==> config.mk <==
export PLATFORM = sky130hd
export DESIGN_NAME = isr_top
export DESIGN_NICKNAME = d
export VERILOG_FILES = /design/src/pkg/isr_pkg.sv /design/src/hdl/isr_top.sv
export SDC_FILE = /design/constraint.sdc
export NUM_CORES = 1
export LEC_CHECK = 0
export BUFFER_PORTS_ARGS = -buffer_cell sky130_fd_sc_hd__buf_2
export CORE_UTILIZATION = 50
export CTS_CLUSTER_SIZE = 40
export DETAILED_ROUTE_END_ITERATION = 7
export GPL_TIMING_DRIVEN = 0
export PLACE_DENSITY = 0.73
export SYNTH_ARGS = -nofsm -noshare
export SYNTH_HDL_FRONTEND = slang
export SYNTH_SLANG_ARGS = --single-unit
export TNS_END_PERCENT = 10
==> constraint.sdc <==
create_clock -name aclk -period 3.03 [get_ports aclk]
set_clock_uncertainty 0.1 [all_clocks]
set_input_delay 0.303 -clock aclk [delete_from_list [all_inputs] [get_ports aclk]]
set_output_delay 0.303 -clock aclk [all_outputs]
set_load 0.05 [all_outputs]
==> src/pkg/isr_pkg.sv <==
// Shared constants and carriers for the interrupt signal router.
// Assumes a 32-bit AXI4-Lite register port and twelve lines per group.
package isr_pkg;

  localparam int unsigned NUM_LINES = 12;
  localparam int unsigned NUM_OUT_LINES = 6;

  // Register byte addresses.
  localparam logic [7:0] ADDR_STATE = 8'h00;
  localparam logic [7:0] ADDR_SET = 8'h10;
  localparam logic [7:0] ADDR_CLEAR = 8'h20;
  localparam logic [7:0] ADDR_STATUS = 8'h30;
  localparam logic [7:0] ADDR_PENDING = 8'h34;
  localparam logic [7:0] ADDR_OUT_BASE = 8'h40;
  localparam logic [7:0] ADDR_CHAIN_BASE = 8'h80;

  // Field positions inside the per-line configuration words and the status word.
  localparam int unsigned OUT_SRC_LSB = 0;
  localparam int unsigned OUT_DIR_BIT = 8;
  localparam int unsigned OUT_TERM_BIT = 9;
  localparam int unsigned CH_SRC_LSB = 0;
  localparam int unsigned CH_MODE_LSB = 4;
  localparam int unsigned CH_ARM_BIT = 8;
  localparam int unsigned CH_EN_BIT = 9;
  localparam int unsigned STAT_INVALID_BIT = 0;

  // Reset values.
  localparam logic [11:0] STATE_RESET = 12'h000;
  localparam logic [11:0] PENDING_RESET = 12'h000;

  typedef enum logic [3:0] {
    OUT_SRC_NONE = 4'h0,
    OUT_SRC_TIMER = 4'h1,
    OUT_SRC_PULSE = 4'h2,
    OUT_SRC_TRIGGER = 4'h3,
    OUT_SRC_CHAINED = 4'h4,
    OUT_SRC_GPS = 4'h5,
    OUT_SRC_IRIG = 4'h6,
    OUT_SRC_TIMECODE = 4'h7,
    OUT_SRC_TEN_MHZ = 4'h8,
    OUT_SRC_MASTER = 4'h9
  } isr_out_src_e;

  typedef enum logic [2:0] {
    CH_SRC_NONE = 3'h0,
    CH_SRC_TIMER = 3'h1,
    CH_SRC_PULSE = 3'h2,
    CH_SRC_TRIGGER = 3'h3,
    CH_SRC_GPS = 3'h4,
    CH_SRC_IRIG = 3'h5
  } isr_ch_src_e;

  typedef enum logic [1:0] {
    TRIG_RISING = 2'h0,
    TRIG_FALLING = 2'h1,
    TRIG_HIGH = 2'h2,
    TRIG_LOW = 2'h3
  } isr_trig_e;

  typedef struct packed {
    logic term;
    logic dir_out;
    logic [3:0] src;
  } isr_out_cfg_s;

  typedef struct packed {
    logic enabled;
    logic armed;
    logic [1:0] mode;
    logic [2:0] src;
  } isr_ch_cfg_s;

  localparam isr_ch_cfg_s CH_CFG_RESET = 7'h00;

endpackage
==> src/hdl/isr_top.sv <==
// Interrupt signal router: pulse generators, output line and chained
// line routing, chained trigger detection, AXI4-Lite register slave.
// Assumes timers come from logic on aclk; pins, chain and timing
// signals come from outside and are synchronised here.
//
// Design decision made here: the AXI4-Lite register port.
`timescale 1ns/100ps

module isr_top #(
  parameter int unsigned LINES = isr_pkg::NUM_LINES
) (
  input wire logic aclk,
  input wire logic aresetn,
  input wire logic [7:0] s_axi_awaddr,
  input wire logic s_axi_awvalid,
  output logic s_axi_awready,
  input wire logic [31:0] s_axi_wdata,
  input wire logic [3:0] s_axi_wstrb,
  input wire logic s_axi_wvalid,
  output logic s_axi_wready,
  output logic [1:0] s_axi_bresp,
  output logic s_axi_bvalid,
  input wire logic s_axi_bready,
  input wire logic [7:0] s_axi_araddr,
  input wire logic s_axi_arvalid,
  output logic s_axi_arready,
  output logic [31:0] s_axi_rdata,
  output logic [1:0] s_axi_rresp,
  output logic s_axi_rvalid,
  input wire logic s_axi_rready,
  input wire logic [LINES-1:0] periodic_timer_source,
  input wire logic gps_pps_in,
  input wire logic irig_pps_in,
  input wire logic timecode_in,
  input wire logic ten_mhz_in,
  input wire logic master_time_in,
  input wire logic [LINES-1:0] two_way_external_pin_i,
  output logic [LINES-1:0] two_way_external_pin_o,
  output logic [LINES-1:0] two_way_external_pin_oe,
  output logic [LINES-1:0] two_way_external_pin_term,
  input wire logic [LINES-1:0] chained_interrupt_i,
  output logic [LINES-1:0] chained_interrupt_o,
  output logic [LINES-1:0] chained_interrupt_oe,
  output logic [LINES-1:0] host_irq_req
);

  // ----------------------------------------------------------------
  // Input synchronisers
  // ----------------------------------------------------------------

  logic [LINES-1:0] pin_meta_q;
  logic [LINES-1:0] pin_sync_q;
  logic [LINES-1:0] chain_meta_q;
  logic [LINES-1:0] chain_sync_q;
  logic [4:0] misc_meta_q;
  logic [4:0] misc_sync_q;

  // Outside signals pass two flops; only the second stage is read.
  always_ff @(posedge aclk) begin
    pin_meta_q <= two_way_external_pin_i;
    pin_sync_q <= pin_meta_q;
    chain_meta_q <= chained_interrupt_i;
    chain_sync_q <= chain_meta_q;
    misc_meta_q <= {master_time_in, ten_mhz_in, timecode_in,
                    irig_pps_in, gps_pps_in};
    misc_sync_q <= misc_meta_q;
  end

  wire logic gps_s = misc_sync_q[0];
  wire logic irig_s = misc_sync_q[1];
  wire logic timecode_s = misc_sync_q[2];
  wire logic ten_mhz_s = misc_sync_q[3];
  wire logic master_s = misc_sync_q[4];

  // ----------------------------------------------------------------
  // Register state
  // ----------------------------------------------------------------

  logic [LINES-1:0] state_q;
  logic [LINES-1:0] state_d;
  logic [LINES-1:0] pending_q;
  logic [LINES-1:0] pending_d;
  logic invalid_q;
  logic invalid_d;
  isr_pkg::isr_out_cfg_s out_cfg_q [LINES];
  isr_pkg::isr_ch_cfg_s ch_cfg_q [LINES];

  // ----------------------------------------------------------------
  // AXI4-Lite write path
  // ----------------------------------------------------------------

  logic aw_held_q;
  logic w_held_q;
  logic [7:0] aw_addr_q;
  logic [31:0] w_data_q;
  logic [3:0] w_strb_q;
  logic bvalid_q;
  logic [1:0] bresp_q;

  // Address and data are taken independently; the write fires once both
  // are held, and no new beat is taken while the response is pending.
  assign s_axi_awready = !aw_held_q && !bvalid_q;
  assign s_axi_wready = !w_held_q && !bvalid_q;
  assign s_axi_bvalid = bvalid_q;
  assign s_axi_bresp = bresp_q;

  wire logic aw_take = s_axi_awvalid && s_axi_awready;
  wire logic w_take = s_axi_wvalid && s_axi_wready;
  wire logic wr_fire = aw_held_q && w_held_q && !bvalid_q;

  // Byte lanes: only the low two lanes carry register bits.
  wire logic [15:0] lane_mask = {{8{w_strb_q[1]}}, {8{w_strb_q[0]}}};
  wire logic [15:0] wr_bits = w_data_q[15:0] & lane_mask;
  wire logic [LINES-1:0] wr_mask = lane_mask[LINES-1:0];

  wire logic wr_state = wr_fire && aw_addr_q == isr_pkg::ADDR_STATE;
  wire logic wr_set = wr_fire && aw_addr_q == isr_pkg::ADDR_SET;
  wire logic wr_clear = wr_fire && aw_addr_q == isr_pkg::ADDR_CLEAR;
  wire logic wr_status = wr_fire && aw_addr_q == isr_pkg::ADDR_STATUS;
  wire logic wr_pend = wr_fire && aw_addr_q == isr_pkg::ADDR_PENDING;

  // Per-line config words sit at base + 4 * line.
  wire logic [5:0] wr_word = aw_addr_q[7:2];
  wire logic wr_out_area = aw_addr_q[7:6] == 2'h1 && aw_addr_q[1:0] == 2'h0;
  wire logic wr_ch_area = aw_addr_q[7:6] == 2'h2 && aw_addr_q[1:0] == 2'h0;
  wire logic [3:0] wr_line = wr_word[3:0];
  wire logic wr_line_ok = {2'h0, wr_line} < 6'(LINES);
  wire logic [3:0] wr_out_src = wr_bits[isr_pkg::OUT_SRC_LSB +: 4];

  // Routing a pin's own input back to that pin's output is refused.
  wire logic wr_loop = wr_out_src == 4'(isr_pkg::OUT_SRC_TRIGGER);
  wire logic wr_out = wr_fire && wr_out_area && wr_line_ok;
  wire logic wr_ch = wr_fire && wr_ch_area && wr_line_ok;
  wire logic wr_out_ok = wr_out && !wr_loop;
  wire logic wr_mapped = wr_state || wr_set || wr_clear || wr_status ||
                         wr_pend || wr_out || wr_ch;
  wire logic wr_error = !wr_mapped || (wr_out && wr_loop);

  // Handshake bookkeeping for the write channels.
  always_ff @(posedge aclk) begin
    if (!aresetn) begin
      aw_held_q <= 1'b0;
      w_held_q <= 1'b0;
      bvalid_q <= 1'b0;
      bresp_q <= 2'h0;
    end else begin
      aw_held_q <= (aw_held_q || aw_take) && !wr_fire;
      w_held_q <= (w_held_q || w_take) && !wr_fire;
      if (wr_fire) begin
        bvalid_q <= 1'b1;
        bresp_q <= wr_error ? 2'h2 : 2'h0;
      end else if (s_axi_bready) begin
        bvalid_q <= 1'b0;
      end
    end
  end

  // Payload capture; no reset needed, qualified by the held flags.
  always_ff @(posedge aclk) begin
    if (aw_take) begin
      aw_addr_q <= s_axi_awaddr;
    end
    if (w_take) begin
      w_data_q <= s_axi_wdata;
      w_strb_q <= s_axi_wstrb;
    end
  end

  // ----------------------------------------------------------------
  // Pulse generators and status
  // ----------------------------------------------------------------

  // Set and clear only touch bits written as one, so two processors can
  // drive different generators without a read-modify-write race.
  wire logic [LINES-1:0] set_mask = wr_set ? wr_bits[LINES-1:0] : '0;
  wire logic [LINES-1:0] clr_mask = wr_clear ? wr_bits[LINES-1:0] : '0;

  always_comb begin
    state_d = state_q;
    if (wr_state) begin
      state_d = (state_q & ~wr_mask) | (wr_bits[LINES-1:0] & wr_mask);
    end
    state_d = (state_d | set_mask) & ~clr_mask;
  end

  // Invalid flag is sticky; a new refusal wins over its own clear.
  assign invalid_d = (wr_out && wr_loop) ||
    (invalid_q && !(wr_status && wr_bits[isr_pkg::STAT_INVALID_BIT]));

  always_ff @(posedge aclk) begin
    if (!aresetn) begin
      state_q <= isr_pkg::STATE_RESET;
      invalid_q <= 1'b0;
    end else begin
      state_q <= state_d;
      invalid_q <= invalid_d;
    end
  end

  // ----------------------------------------------------------------
  // Per-line routing, configuration and trigger detection
  // ----------------------------------------------------------------

  logic [LINES-1:0] chain_level;
  logic [LINES-1:0] detect;
  logic [LINES-1:0] level_prev_q;
  logic [LINES-1:0] ch_drive_q;

  genvar gi;
  generate
    for (gi = 0; gi < LINES; gi++) begin : g_line
      localparam logic [3:0] GI = 4'(gi);
      localparam logic IS_OUT = gi < isr_pkg::NUM_OUT_LINES;

      // Configuration registers for this line.
      always_ff @(posedge aclk) begin
        if (!aresetn) begin
          out_cfg_q[gi].src <= 4'(isr_pkg::OUT_SRC_PULSE);
          out_cfg_q[gi].dir_out <= IS_OUT;
          out_cfg_q[gi].term <= 1'b0;
          ch_cfg_q[gi] <= isr_pkg::CH_CFG_RESET;
        end else begin
          if (wr_out_ok && wr_line == GI) begin
            out_cfg_q[gi].src <= wr_out_src;
            out_cfg_q[gi].dir_out <= wr_bits[isr_pkg::OUT_DIR_BIT];
            out_cfg_q[gi].term <= wr_bits[isr_pkg::OUT_TERM_BIT];
          end
          if (wr_ch && wr_line == GI) begin
            ch_cfg_q[gi].src <= wr_bits[isr_pkg::CH_SRC_LSB +: 3];
            ch_cfg_q[gi].mode <= wr_bits[isr_pkg::CH_MODE_LSB +: 2];
            ch_cfg_q[gi].armed <= wr_bits[isr_pkg::CH_ARM_BIT];
            ch_cfg_q[gi].enabled <= wr_bits[isr_pkg::CH_EN_BIT];
          end
        end
      end

      // Chained line source select; unknown codes drive nothing.
      wire logic [2:0] csrc = ch_cfg_q[gi].src;
      wire logic ch_sel =
        (csrc == 3'(isr_pkg::CH_SRC_TIMER) & periodic_timer_source[gi]) |
        (csrc == 3'(isr_pkg::CH_SRC_PULSE) & state_q[gi]) |
        (csrc == 3'(isr_pkg::CH_SRC_TRIGGER) & pin_sync_q[gi]) |
        (csrc == 3'(isr_pkg::CH_SRC_GPS) & gps_s) |
        (csrc == 3'(isr_pkg::CH_SRC_IRIG) & irig_s);
      wire logic ch_src_valid = csrc != 3'(isr_pkg::CH_SRC_NONE) &&
                                csrc <= 3'(isr_pkg::CH_SRC_IRIG);

      // The chain is a shared wire; a board without a source stays off it.
      assign chained_interrupt_o[gi] = ch_drive_q[gi] && ch_src_valid;
      assign chained_interrupt_oe[gi] = ch_src_valid;

      // Seen level merges the chain with our own drive, so a lone board
      // still sees its own line and every board sees the same level.
      assign chain_level[gi] = chain_sync_q[gi] ||
        (ch_src_valid && ch_drive_q[gi]);

      // Trigger mode: edges against the previous level, or level itself.
      wire logic lvl = chain_level[gi];
      wire logic prv = level_prev_q[gi];
      wire logic [1:0] md = ch_cfg_q[gi].mode;
      assign detect[gi] =
        (md == 2'(isr_pkg::TRIG_RISING) & lvl & !prv) |
        (md == 2'(isr_pkg::TRIG_FALLING) & !lvl & prv) |
        (md == 2'(isr_pkg::TRIG_HIGH) & lvl) |
        (md == 2'(isr_pkg::TRIG_LOW) & !lvl);

      // Pending is latched only while armed; request needs enable too.
      assign pending_d[gi] = (detect[gi] && ch_cfg_q[gi].armed) ||
        (pending_q[gi] && !(wr_pend && wr_bits[gi]));
      assign host_irq_req[gi] = pending_q[gi] && ch_cfg_q[gi].armed &&
                                ch_cfg_q[gi].enabled;

      // Output line source select; trigger N is pin N itself.
      wire logic [3:0] osrc = out_cfg_q[gi].src;
      wire logic out_sel =
        (osrc == 4'(isr_pkg::OUT_SRC_TIMER) & periodic_timer_source[gi]) |
        (osrc == 4'(isr_pkg::OUT_SRC_PULSE) & state_q[gi]) |
        (osrc == 4'(isr_pkg::OUT_SRC_CHAINED) & chain_level[gi]) |
        (osrc == 4'(isr_pkg::OUT_SRC_GPS) & gps_s) |
        (osrc == 4'(isr_pkg::OUT_SRC_IRIG) & irig_s) |
        (osrc == 4'(isr_pkg::OUT_SRC_TIMECODE) & timecode_s) |
        (osrc == 4'(isr_pkg::OUT_SRC_TEN_MHZ) & ten_mhz_s) |
        (osrc == 4'(isr_pkg::OUT_SRC_MASTER) & master_s);
      wire logic out_src_valid = osrc != 4'(isr_pkg::OUT_SRC_NONE) &&
        osrc != 4'(isr_pkg::OUT_SRC_TRIGGER) &&
        osrc <= 4'(isr_pkg::OUT_SRC_MASTER);

      // Registered data bit; enable only with a source and output dir.
      logic pin_o_q;
      always_ff @(posedge aclk) begin
        if (!aresetn) begin
          pin_o_q <= 1'b0;
        end else begin
          pin_o_q <= out_sel;
        end
      end
      assign two_way_external_pin_o[gi] = pin_o_q;
      assign two_way_external_pin_oe[gi] = out_src_valid &&
        out_cfg_q[gi].dir_out;
      assign two_way_external_pin_term[gi] = out_cfg_q[gi].term;

      // Chained drive bit is registered too, keeping data outputs clean.
      always_ff @(posedge aclk) begin
        if (!aresetn) begin
          ch_drive_q[gi] <= 1'b0;
        end else begin
          ch_drive_q[gi] <= ch_sel;
        end
      end
    end
  endgenerate

  // Edge history and sticky pending bits; detection wins over a clear.
  always_ff @(posedge aclk) begin
    if (!aresetn) begin
      level_prev_q <= '0;
      pending_q <= isr_pkg::PENDING_RESET;
    end else begin
      level_prev_q <= chain_level;
      pending_q <= pending_d;
    end
  end

  // ----------------------------------------------------------------
  // AXI4-Lite read path
  // ----------------------------------------------------------------

  logic rvalid_q;
  logic [31:0] rdata_q;
  logic [1:0] rresp_q;

  assign s_axi_arready = !rvalid_q;
  assign s_axi_rvalid = rvalid_q;
  assign s_axi_rdata = rdata_q;
  assign s_axi_rresp = rresp_q;

  wire logic ar_take = s_axi_arvalid && s_axi_arready;
  wire logic [3:0] rd_line = s_axi_araddr[5:2];
  wire logic rd_aligned = s_axi_araddr[1:0] == 2'h0;
  wire logic rd_line_ok = {2'h0, rd_line} < 6'(LINES);
  wire logic rd_out = s_axi_araddr[7:6] == 2'h1 && rd_aligned && rd_line_ok;
  wire logic rd_ch = s_axi_araddr[7:6] == 2'h2 && rd_aligned && rd_line_ok;

  // Set and clear ports read as zero; they only act on writes.
  wire logic rd_state = s_axi_araddr == isr_pkg::ADDR_STATE;
  wire logic rd_wo = s_axi_araddr == isr_pkg::ADDR_SET ||
                     s_axi_araddr == isr_pkg::ADDR_CLEAR;
  wire logic rd_status = s_axi_araddr == isr_pkg::ADDR_STATUS;
  wire logic rd_pend = s_axi_araddr == isr_pkg::ADDR_PENDING;
  wire logic rd_hit = rd_state || rd_wo || rd_status || rd_pend ||
                      rd_out || rd_ch;

  wire isr_pkg::isr_out_cfg_s rd_ocfg = out_cfg_q[rd_line];
  wire isr_pkg::isr_ch_cfg_s rd_ccfg = ch_cfg_q[rd_line];
  wire logic [31:0] rd_out_word = {22'h0, rd_ocfg.term, rd_ocfg.dir_out,
                                   4'h0, rd_ocfg.src};
  wire logic [31:0] rd_ch_word = {22'h0, rd_ccfg.enabled, rd_ccfg.armed,
                                  2'h0, rd_ccfg.mode, 1'b0, rd_ccfg.src};
  wire logic [31:0] rd_word =
    rd_state ? {20'h0, state_q} :
    rd_status ? {31'h0, invalid_q} :
    rd_pend ? {20'h0, pending_q} :
    rd_out ? rd_out_word :
    rd_ch ? rd_ch_word : 32'h0;

  // One read in flight; data is captured at the address handshake.
  always_ff @(posedge aclk) begin
    if (!aresetn) begin
      rvalid_q <= 1'b0;
      rdata_q <= 32'h0;
      rresp_q <= 2'h0;
    end else if (ar_take) begin
      rvalid_q <= 1'b1;
      rdata_q <= rd_word;
      rresp_q <= rd_hit ? 2'h0 : 2'h2;
    end else if (s_axi_rready) begin
      rvalid_q <= 1'b0;
    end
  end

endmodule // isr_top

* Word level (Yosys, flattened, before mapping)
Memories as Yosys holds them, arrays and structs flattened.
Cells that the tools add are included.
** Word-level totals
- Output and inout port bits :: 113
- Word-level logic and storage cells :: 1258
- Register bits after elaboration :: 181
- Memories kept :: 2
- Bits in writable memories :: 156
** Memories
- ch_cfg_q :: words 12, bits a word 7, rd ports 13, clocked after memory_dff 0, wr ports 12, RTL line isr_top.sv:86 : isr_pkg::isr_ch_cfg_s ch_cfg_q [LINES];
- out_cfg_q :: words 12, bits a word 6, rd ports 13, clocked after memory_dff 0, wr ports 12, RTL line isr_top.sv:85 : isr_pkg::isr_out_cfg_s out_cfg_q [LINES];
** Operators by class
- Bitwise operators :: 488
- Muxes and demuxes :: 171
- Reduce and logical (&&, ||, !) cells :: 299
- Order comparisons :: 26
- Equality and inequality tests :: 228
** Operators by type and width (number)
- $or A1 B1 Y1 :: 252
- $and A1 B1 Y1 :: 228
- $eq A4 B3 Y1 const B :: 52
- $logic_and A1 B1 Y1 :: 172
- $mux W1 :: 125
- $eq A4 B4 Y1 const B :: 28
- $eq A3 B2 Y1 const B :: 24
- $eq A3 B3 Y1 const B :: 24
- $mux W12 :: 6
- $eq A4 B2 Y1 const B :: 15
- $eq A2 B2 Y1 const B :: 26
- $eq A4 B1 Y1 const B :: 13
- $and A12 B12 Y12 :: 4
- $eq A8 B6 Y1 const B :: 6
- $le A4 B4 Y1 const B :: 12
- $mux W4 :: 12
- $ne A4 B2 Y1 const B :: 12
- $reduce_bool A4 Y1 :: 12
- $logic_not A1 Y1 :: 44
- $logic_or A1 B1 Y1 :: 40
- $eq A3 B1 Y1 const B :: 12
- $le A3 B3 Y1 const B :: 12
- $mux W3 :: 12
- $reduce_bool A3 Y1 :: 12
- 11 further kinds :: 57

* Depth between registers and ports, before layout
Gate-level depths: netlist (run 1).
An unclocked memory read counts as a cell.
- Depth after elaboration :: 13
- Mapped depth :: 9
- Gate-level depth less buffers :: 5

* Least setup slack after synthesis (run 1)
OpenSTA, ideal clock, no wires.
- Path kind :: reg-to-reg
- Start point :: register bvalid_q (netlist: s_axi_bvalid)
- End point :: memory ch_cfg_q[0][0] (netlist bit), enable pin
- Slack :: 0.524 ns
- Cell stages (with the launch flop) :: 6
- Required time :: 2.549 ns
- Clock period less this slack :: 2.506 ns
- Data arrival time :: 2.025 ns
- Path through :: dfxtp_1 -> and3b_1 -> nand2_1 -> or3_1 -> clkbuf_1 -> o21ai_0
** RTL lines
- start, declared :: RTL line isr_top.sv:97 : logic bvalid_q;
- start signal, assigned :: RTL line isr_top.sv:144 : bvalid_q <= 1'b0;
- start signal, assigned :: RTL line isr_top.sv:150 : bvalid_q <= 1'b1;
- start signal, assigned :: RTL line isr_top.sv:153 : bvalid_q <= 1'b0;
- end, declared :: RTL line isr_top.sv:86

==> flow_summary.json, run 1 <==
{
  "synth_edf_count": 178,
  "nets": 1809,
  "yosysSeqAreaShare": 0.538,
  "final-setup-viol-count": 0,
  "vias": 12965,
  "post-route-period-util": 0.938,
  "via_per_inst": 6.09,
  "cts_tree": "done",
  "drt_iter0_drc": 2037,
  "grt_pass1_wl_mm": 74.5,
  "synth-main-ff-cell": "edfxtp_1",
  "synthDistinctLibCells": 63,
  "crit_path_max_incr_delay_ps": 620,
  "drc": 0,
  "row_count": 63,
  "die_area_um2": 30800,
  "p_leak_nw": 6.98,
  "cellPowerDensity_nw_per_um2": 580,
  "die_w_um": 175,
  "crit_cells": 6,
  "fillers": 2441,
  "overflow": 0,
  "drv_cap": 0,
  "seq_area_um2": 8090,
  "cts.clk_slew.worst_paths_ps": 60,
  "place_area_um2": 16400,
  "slew_violations": 0,
  "timing.rr.start": "w_strb_q[0]$_DFFE_PP_",
  "critPathTopFamily": "simple AND/OR/NAND/NOR gates",
  "setup-tns-final_ps": 0,
  "start_kind": "flop",
  "crit_buf_inv": 2,
  "rsz0062_at_grt": "no",
  "yosys_warnings": 0,
  "synth_cells": 1427,
  "cts_sinks": 315,
  "initial_utilization": 0.507,
  "critPathRequiredTime_ps": 3090,
  "layout-drive-gt1-share": 0.214,
  "synth.top_cell.area_share": 0.356,
  "antenna_found_initial": 2,
  "post-cts-setup-buffer-count": 0,
  "design_area_um2": 18200,
  "cts_buffer_depth": 3,
  "cts_root_buf": "clkbuf_16",
  "syn_area_per_cell_um2": 10.5,
  "io_pins": 213,
  "areaGrowthSynthToFinish_pct": 21.1,
  "crit_fanout": 10,
  "place_ws_ps": -6.38,
  "reg2reg_slack_ps": 190,
  "synth_top_cell_by_area": "edfxtp_1",
  "yosysMostFrequentCell": "nor2_1",
  "holdPathStages": 4,
  "insertion_delay_ps": 530,
  "max_slew.worst_pin.slew_ps": 1280,
  "async_reset_ff_frac": 0,
  "synth_area_leaders": "edfxtp_1, dfxtp_1, nor2_1, mux4_2, mux2i_1",
  "io_buffers": 166,
  "dr.pass1.iters": 6,
  "finalHoldViolCount": 0,
  "ir_drop_v": 0.000471,
  "ys_seq_elements": 315,
  "synth_top_cells_by_count": "nor2_1, edfxtp_1, dfxtp_1",
  "critPathCaptureType": "flop",
  "arrival_ps": 2900,
  "rr_endpoint": "out_cfg_q[8][4]$_DFFE_PP_",
  "critPathSlowestCell": "or4b_1",
  "wl_mm": 52.1,
  "fmax_mhz": 352,
  "status": "complete, no violations",
  "startpoint": "w_strb_q[0]$_DFFE_PP_",
  "dp_hpwl_mm": 38.0,
  "grt_pass1_vias": 11820,
  "max_slew_margin": 0.138,
  "multi_input_area_um2": 6140,
  "cp_cell_sequence": "buf_4 -> nand2_2 -> or4b_1 -> nand2_1 -> clkbuf_1 -> o21ai_0",
  "critPathKind": "reg2reg",
  "r2r.worst_path.cells": 6,
  "avgRoutedWirePerCell_um": 24.5,
  "min_path_type": "in2reg",
  "gp_congestion": 1.03,
  "numCtsBuffers": 36,
  "syn_area_um2": 15000,
  "grtUsageTotal": 0.335,
  "dieHeight_um": 175,
  "coreArea_um2": 29600,
  "antenna_left": 0,
  "grt_max_degree": 16,
  "cp-endpoint": "out_cfg_q[8][4]$_DFFE_PP_",
  "fin_ws_ps": 189,
  "fin_crit_ps": 2840,
  "h-tree-depth": 2
}
[per-stage QoR]
step,hold WS [ps],power (mW),std cells,utilization
6_report,137,10.5,2128,0.614
3_5_place_dp,212,6.10,2005,0.554
3_3_place_gp,212,6.08,2004,0.554
2_1_floorplan,210,5.68,1448,-
5_1_grt,168,10.8,2127,0.614
4_1_cts,134,10.5,2125,0.613
[registers in the layout (all words and copies together) (netlist names), 2 cells and up]
signal and flops:
ch_cfg_q 84, out_cfg_q 72, ch_drive_q 12, chain_meta_q 12, chain_sync_q 12, g_line.pin_o_q 12
level_prev_q 12, pending_q 12, pin_meta_q 12, pin_sync_q 12, s_axi_rdata 12, state_q 12
w_data_q 12, aw_addr_q 8, misc_meta_q 5, misc_sync_q 5, w_strb_q 2
[kinds of logic (layout without fill, tap and decap cells)]
family	after synthesis	count (layout)	synth area share
flip-flops	315	315	0.538
buffers and inverters	158	447	0.0583
XOR/XNOR	17	17	0.00991
multiplexers	109	109	0.102
AO/OA/AOI/OAI	276	276	0.118
AND/OR/NAND/NOR	551	551	0.174
other	1	23	0.000250
[cell type report]
class,count,area share
repair buffers,223,0.0766
multi-input cells,975,0.338
clock buffers,51,0.0571
plain buffers,129,0.0422
diodes,1,0.000138
well taps,390,0.0268
inverters,29,0.00598
flip-flops and latches,315,0.445
clock inverters,15,0.00901
[worst min-delay path by stage]
stage	start	to	slack, ps
floorplan	chain_meta_q[0]$_DFF_P_	chain_sync_q[0]$_DFF_P_	210
global placement	chain_meta_q[5]$_DFF_P_	chain_sync_q[5]$_DFF_P_	210
detailed placement	chain_meta_q[10]$_DFF_P_	chain_sync_q[10]$_DFF_P_	210
CTS	periodic_timer_source[5]	g_line[5].pin_o_q$_SDFF_PN0_	130
global route	periodic_timer_source[5]	g_line[5].pin_o_q$_SDFF_PN0_	170
finish	periodic_timer_source[5]	g_line[5].pin_o_q$_SDFF_PN0_	140
[report_power, final]
| part | switching [mW] | internal (mW) |
|---|---|---|
| logic | 0.840 | 0.420 |
| registers | 0.160 | 4.69 |
| clock network | 1.77 | 2.66 |
[worst reg2reg max path, cell delays in order (launching register included)]
cell and delay (ps):
edfxtp_1 340, buf_4 170, nand2_2 210, or4b_1 620, nand2_1 120, clkbuf_1 450, o21ai_0 460
[timing repair]
item	CTS	global route
endpoints found under the setup margin	7	35
pin swaps	0	0
hold endpoints to repair	53	0
resized for setup	1	5
hold buffers	54	0
[cell usage in the layout (no fill, tap or decap), types with 11 or more instances in the layout]
cell and n:
nor2_1 232, edfxtp_1 178, buf_2 175, dfxtp_1 137, nand2_1 106, buf_4 67, a21oi_1 66, o21ai_0 61
clkbuf_1 59, dlygate4sd3_1 54, mux2i_1 48, clkbuf_16 38, and2_1 37, nand3_1 37, mux4_2 32, mux2_2 29
inv_1 28, nand2b_1 26, and3_1 24, nor3_1 22, a31oi_1 22, conb_1 22, o21a_1 16, o22ai_1 16
o211ai_1 15, nor2b_1 13, a221oi_1 13, a32oi_1 12, nor4b_1 12, xnor2_1 12, or3_1 11
[routing by layer]
layer	up-vias	GRT usage	wire, µm
li1	5693	-	-
met1	6138	0.445	19400
met2	967	0.503	22700
met3	165	0.103	7270
met4	2	0.154	2700
met5	-	0	13
(Power assumes the default switching activity.)
==> run 2: changes to the inputs <==
RECOVER_POWER = 50   (was default)
SLEW_MARGIN = 20   (was default)
==> flow_summary.json, run 2 (same netlist as run 1, synthesis figures left out) <==
{
  "status": "complete, no violations",
  "critPathTopFamily": "buffers and inverters",
  "grt_pass1_vias": 11789,
  "cts.clk_slew.worst_paths_ps": 60,
  "drc": 0,
  "regMostFlops": "ch_cfg_q",
  "cellPowerDensity_nw_per_um2": 581,
  "cts_root_buf": "clkbuf_16",
  "areaGrowthSynthToFinish_pct": 20.0,
  "largest_reg_flops": 84,
  "critPathKind": "in2reg",
  "post-route-period-util": 0.966,
  "dp_cells": 2005,
  "min_path_type": "in2reg",
  "cp_common_cell": "clkbuf_1",
  "insertion_delay_ps": 540,
  "cts_buffer_depth": 3,
  "cts_tree": "done",
  "antenna_found_initial": 2,
  "layout-drive-gt1-share": 0.159,
  "holdPathStages": 4,
  "io_buffers": 166,
  "cts_sinks": 315,
  "post-cts-setup-buffer-count": 0,
  "drv_cap": 0,
  "p_leak_nw": 6.62,
  "dr.pass1.iters": 8,
  "io_pins": 213,
  "design_area_um2": 18000,
  "final_cell_mix": "nor2_1, edfxtp_1, clkbuf_1",
  "die_area_um2": 30800,
  "via_per_inst": 6.14,
  "cp_cell_sequence": "buf_2 -> clkbuf_1 -> clkbuf_1 -> mux4_2 -> a211oi_1 -> o21ai_0 -> o211a_1",
  "arrival_ps": 3240,
  "die_w_um": 175,
  "nets": 1806,
  "grt_pass1_wl_mm": 74.8,
  "initial_utilization": 0.507,
  "crit_fanout": 10,
  "critPathSlowestCell": "clkbuf_1",
  "numCtsBuffers": 35,
  "dieHeight_um": 175,
  "vias": 13038,
  "fillers": 2507,
  "start_kind": "primary input",
  "drt_iter0_drc": 2078,
  "finalNonFillerCells": 2123,
  "wl_mm": 52.6,
  "power_mw": 10.5,
  "overflow": 0,
  "r2r.worst_path.cells": 8,
  "antenna_left": 0,
  "slew_violations": 0,
  "final_common_cell": "nor2_1",
  "ctsResizeCount": 0,
  "cts_hold_buf": 54,
  "critPathCaptureType": "flop",
  "rsz0062_at_grt": "no",
  "gp_congestion": 1.03,
  "max_slew.worst_pin.slew_ps": 1050,
  "row_count": 63,
  "dp_hpwl_mm": 38.1,
  "grtUsageTotal": 0.336,
  "grt_max_degree": 16,
  "crit_path_max_incr_delay_ps": 750,
  "coreArea_um2": 29600,
  "max_slew_margin": 0.295,
  "finalHoldViolCount": 0,
  "avgRoutedWirePerCell_um": 24.8,
  "crit_buf_inv": 3,
  "h-tree-depth": 2,
  "diodes": 0,
  "ir_drop_v": 0.000581,
  "final-setup-viol-count": 0,
  "place_area_um2": 16400,
  "crit_cells": 7,
  "fmax_mhz": 342,
  "fin_crit_ps": 2930,
  "critPathRequiredTime_ps": 3340,
  "reg.largest.list": "ch_cfg_q (84), out_cfg_q (72)"
}
-- run 2: cell types whose count changed in the layout (fill, tap and decap cells not counted), moves of 3 or more --
cell / before / now
clkbuf_8: 4 / 1
clkinv_1: 3 / 6
o21ai_0: 61 / 58
a31o_2: 4 / 0
buf_2: 175 / 89
buf_4: 67 / 63
and2_1: 37 / 25
clkbuf_1: 59 / 144
a31o_1: 0 / 4
and2_0: 0 / 12
o21ai_1: 8 / 11
-- run 2: tightest hold or removal path, cell delays in order --
cell and delay [ps]:
buf_2 120, mux2i_1 70, o32ai_1 110, o31a_1 130
-- run 2: through the flow --
stage,util,hold slack (ps),worst slack [ps],TNS (ps)
6_report,0.608,134,102,0
5_1_grt,0.608,167,162,0
4_1_cts,0.612,130,132,0
3_5_place_dp,0.554,212,-13.1,-13.1
3_3_place_gp,0.554,212,-55.4,-421
2_1_floorplan,-,210,524,0
-- run 2: layout make-up --
cell class | instances | area, µm² | area share
well taps | 390 | 488 | 0.0271
repair buffers | 221 | 1270 | 0.0707
inverters | 29 | 109 | 0.00604
flip-flops and latches | 315 | 8090 | 0.449
clock inverters | 18 | 180 | 0.00999
multi-input cells | 975 | 6140 | 0.341
clock buffers | 46 | 991 | 0.0550
plain buffers | 129 | 757 | 0.0420
-- run 2: power breakdown --
part	switching, mW	internal, mW	total, mW
Clock	1.80	2.58	4.38
Sequential	0.161	4.69	4.85
Combinational	0.842	0.403	1.24
-- run 2: worst paths after layout --
kind | startpoint | slack [ps] | to
worst max-delay path | s_axi_araddr[3] | 100 | s_axi_rdata[4]$_SDFFE_PN0P_
worst min-delay path | periodic_timer_source[5] | 130 | g_line[5].pin_o_q$_SDFF_PN0_
worst max register to register | w_strb_q[0]$_DFFE_PP_ | 220 | out_cfg_q[0][5]$_DFFE_PP_
worst min register to register | pin_meta_q[3]$_DFF_P_ | 230 | pin_sync_q[3]$_DFF_P_
-- run 2: per-layer routing --
layer	wire length [µm]	share of wire	GRT usage	vias to the layer above
li1	-	-	-	5679
met1	19800	0.38	0.448	6175
met2	23100	0.44	0.512	1018
met3	7140	0.14	0.0950	162
met4	2560	0.049	0.149	4
met5	26	0.00049	0	-
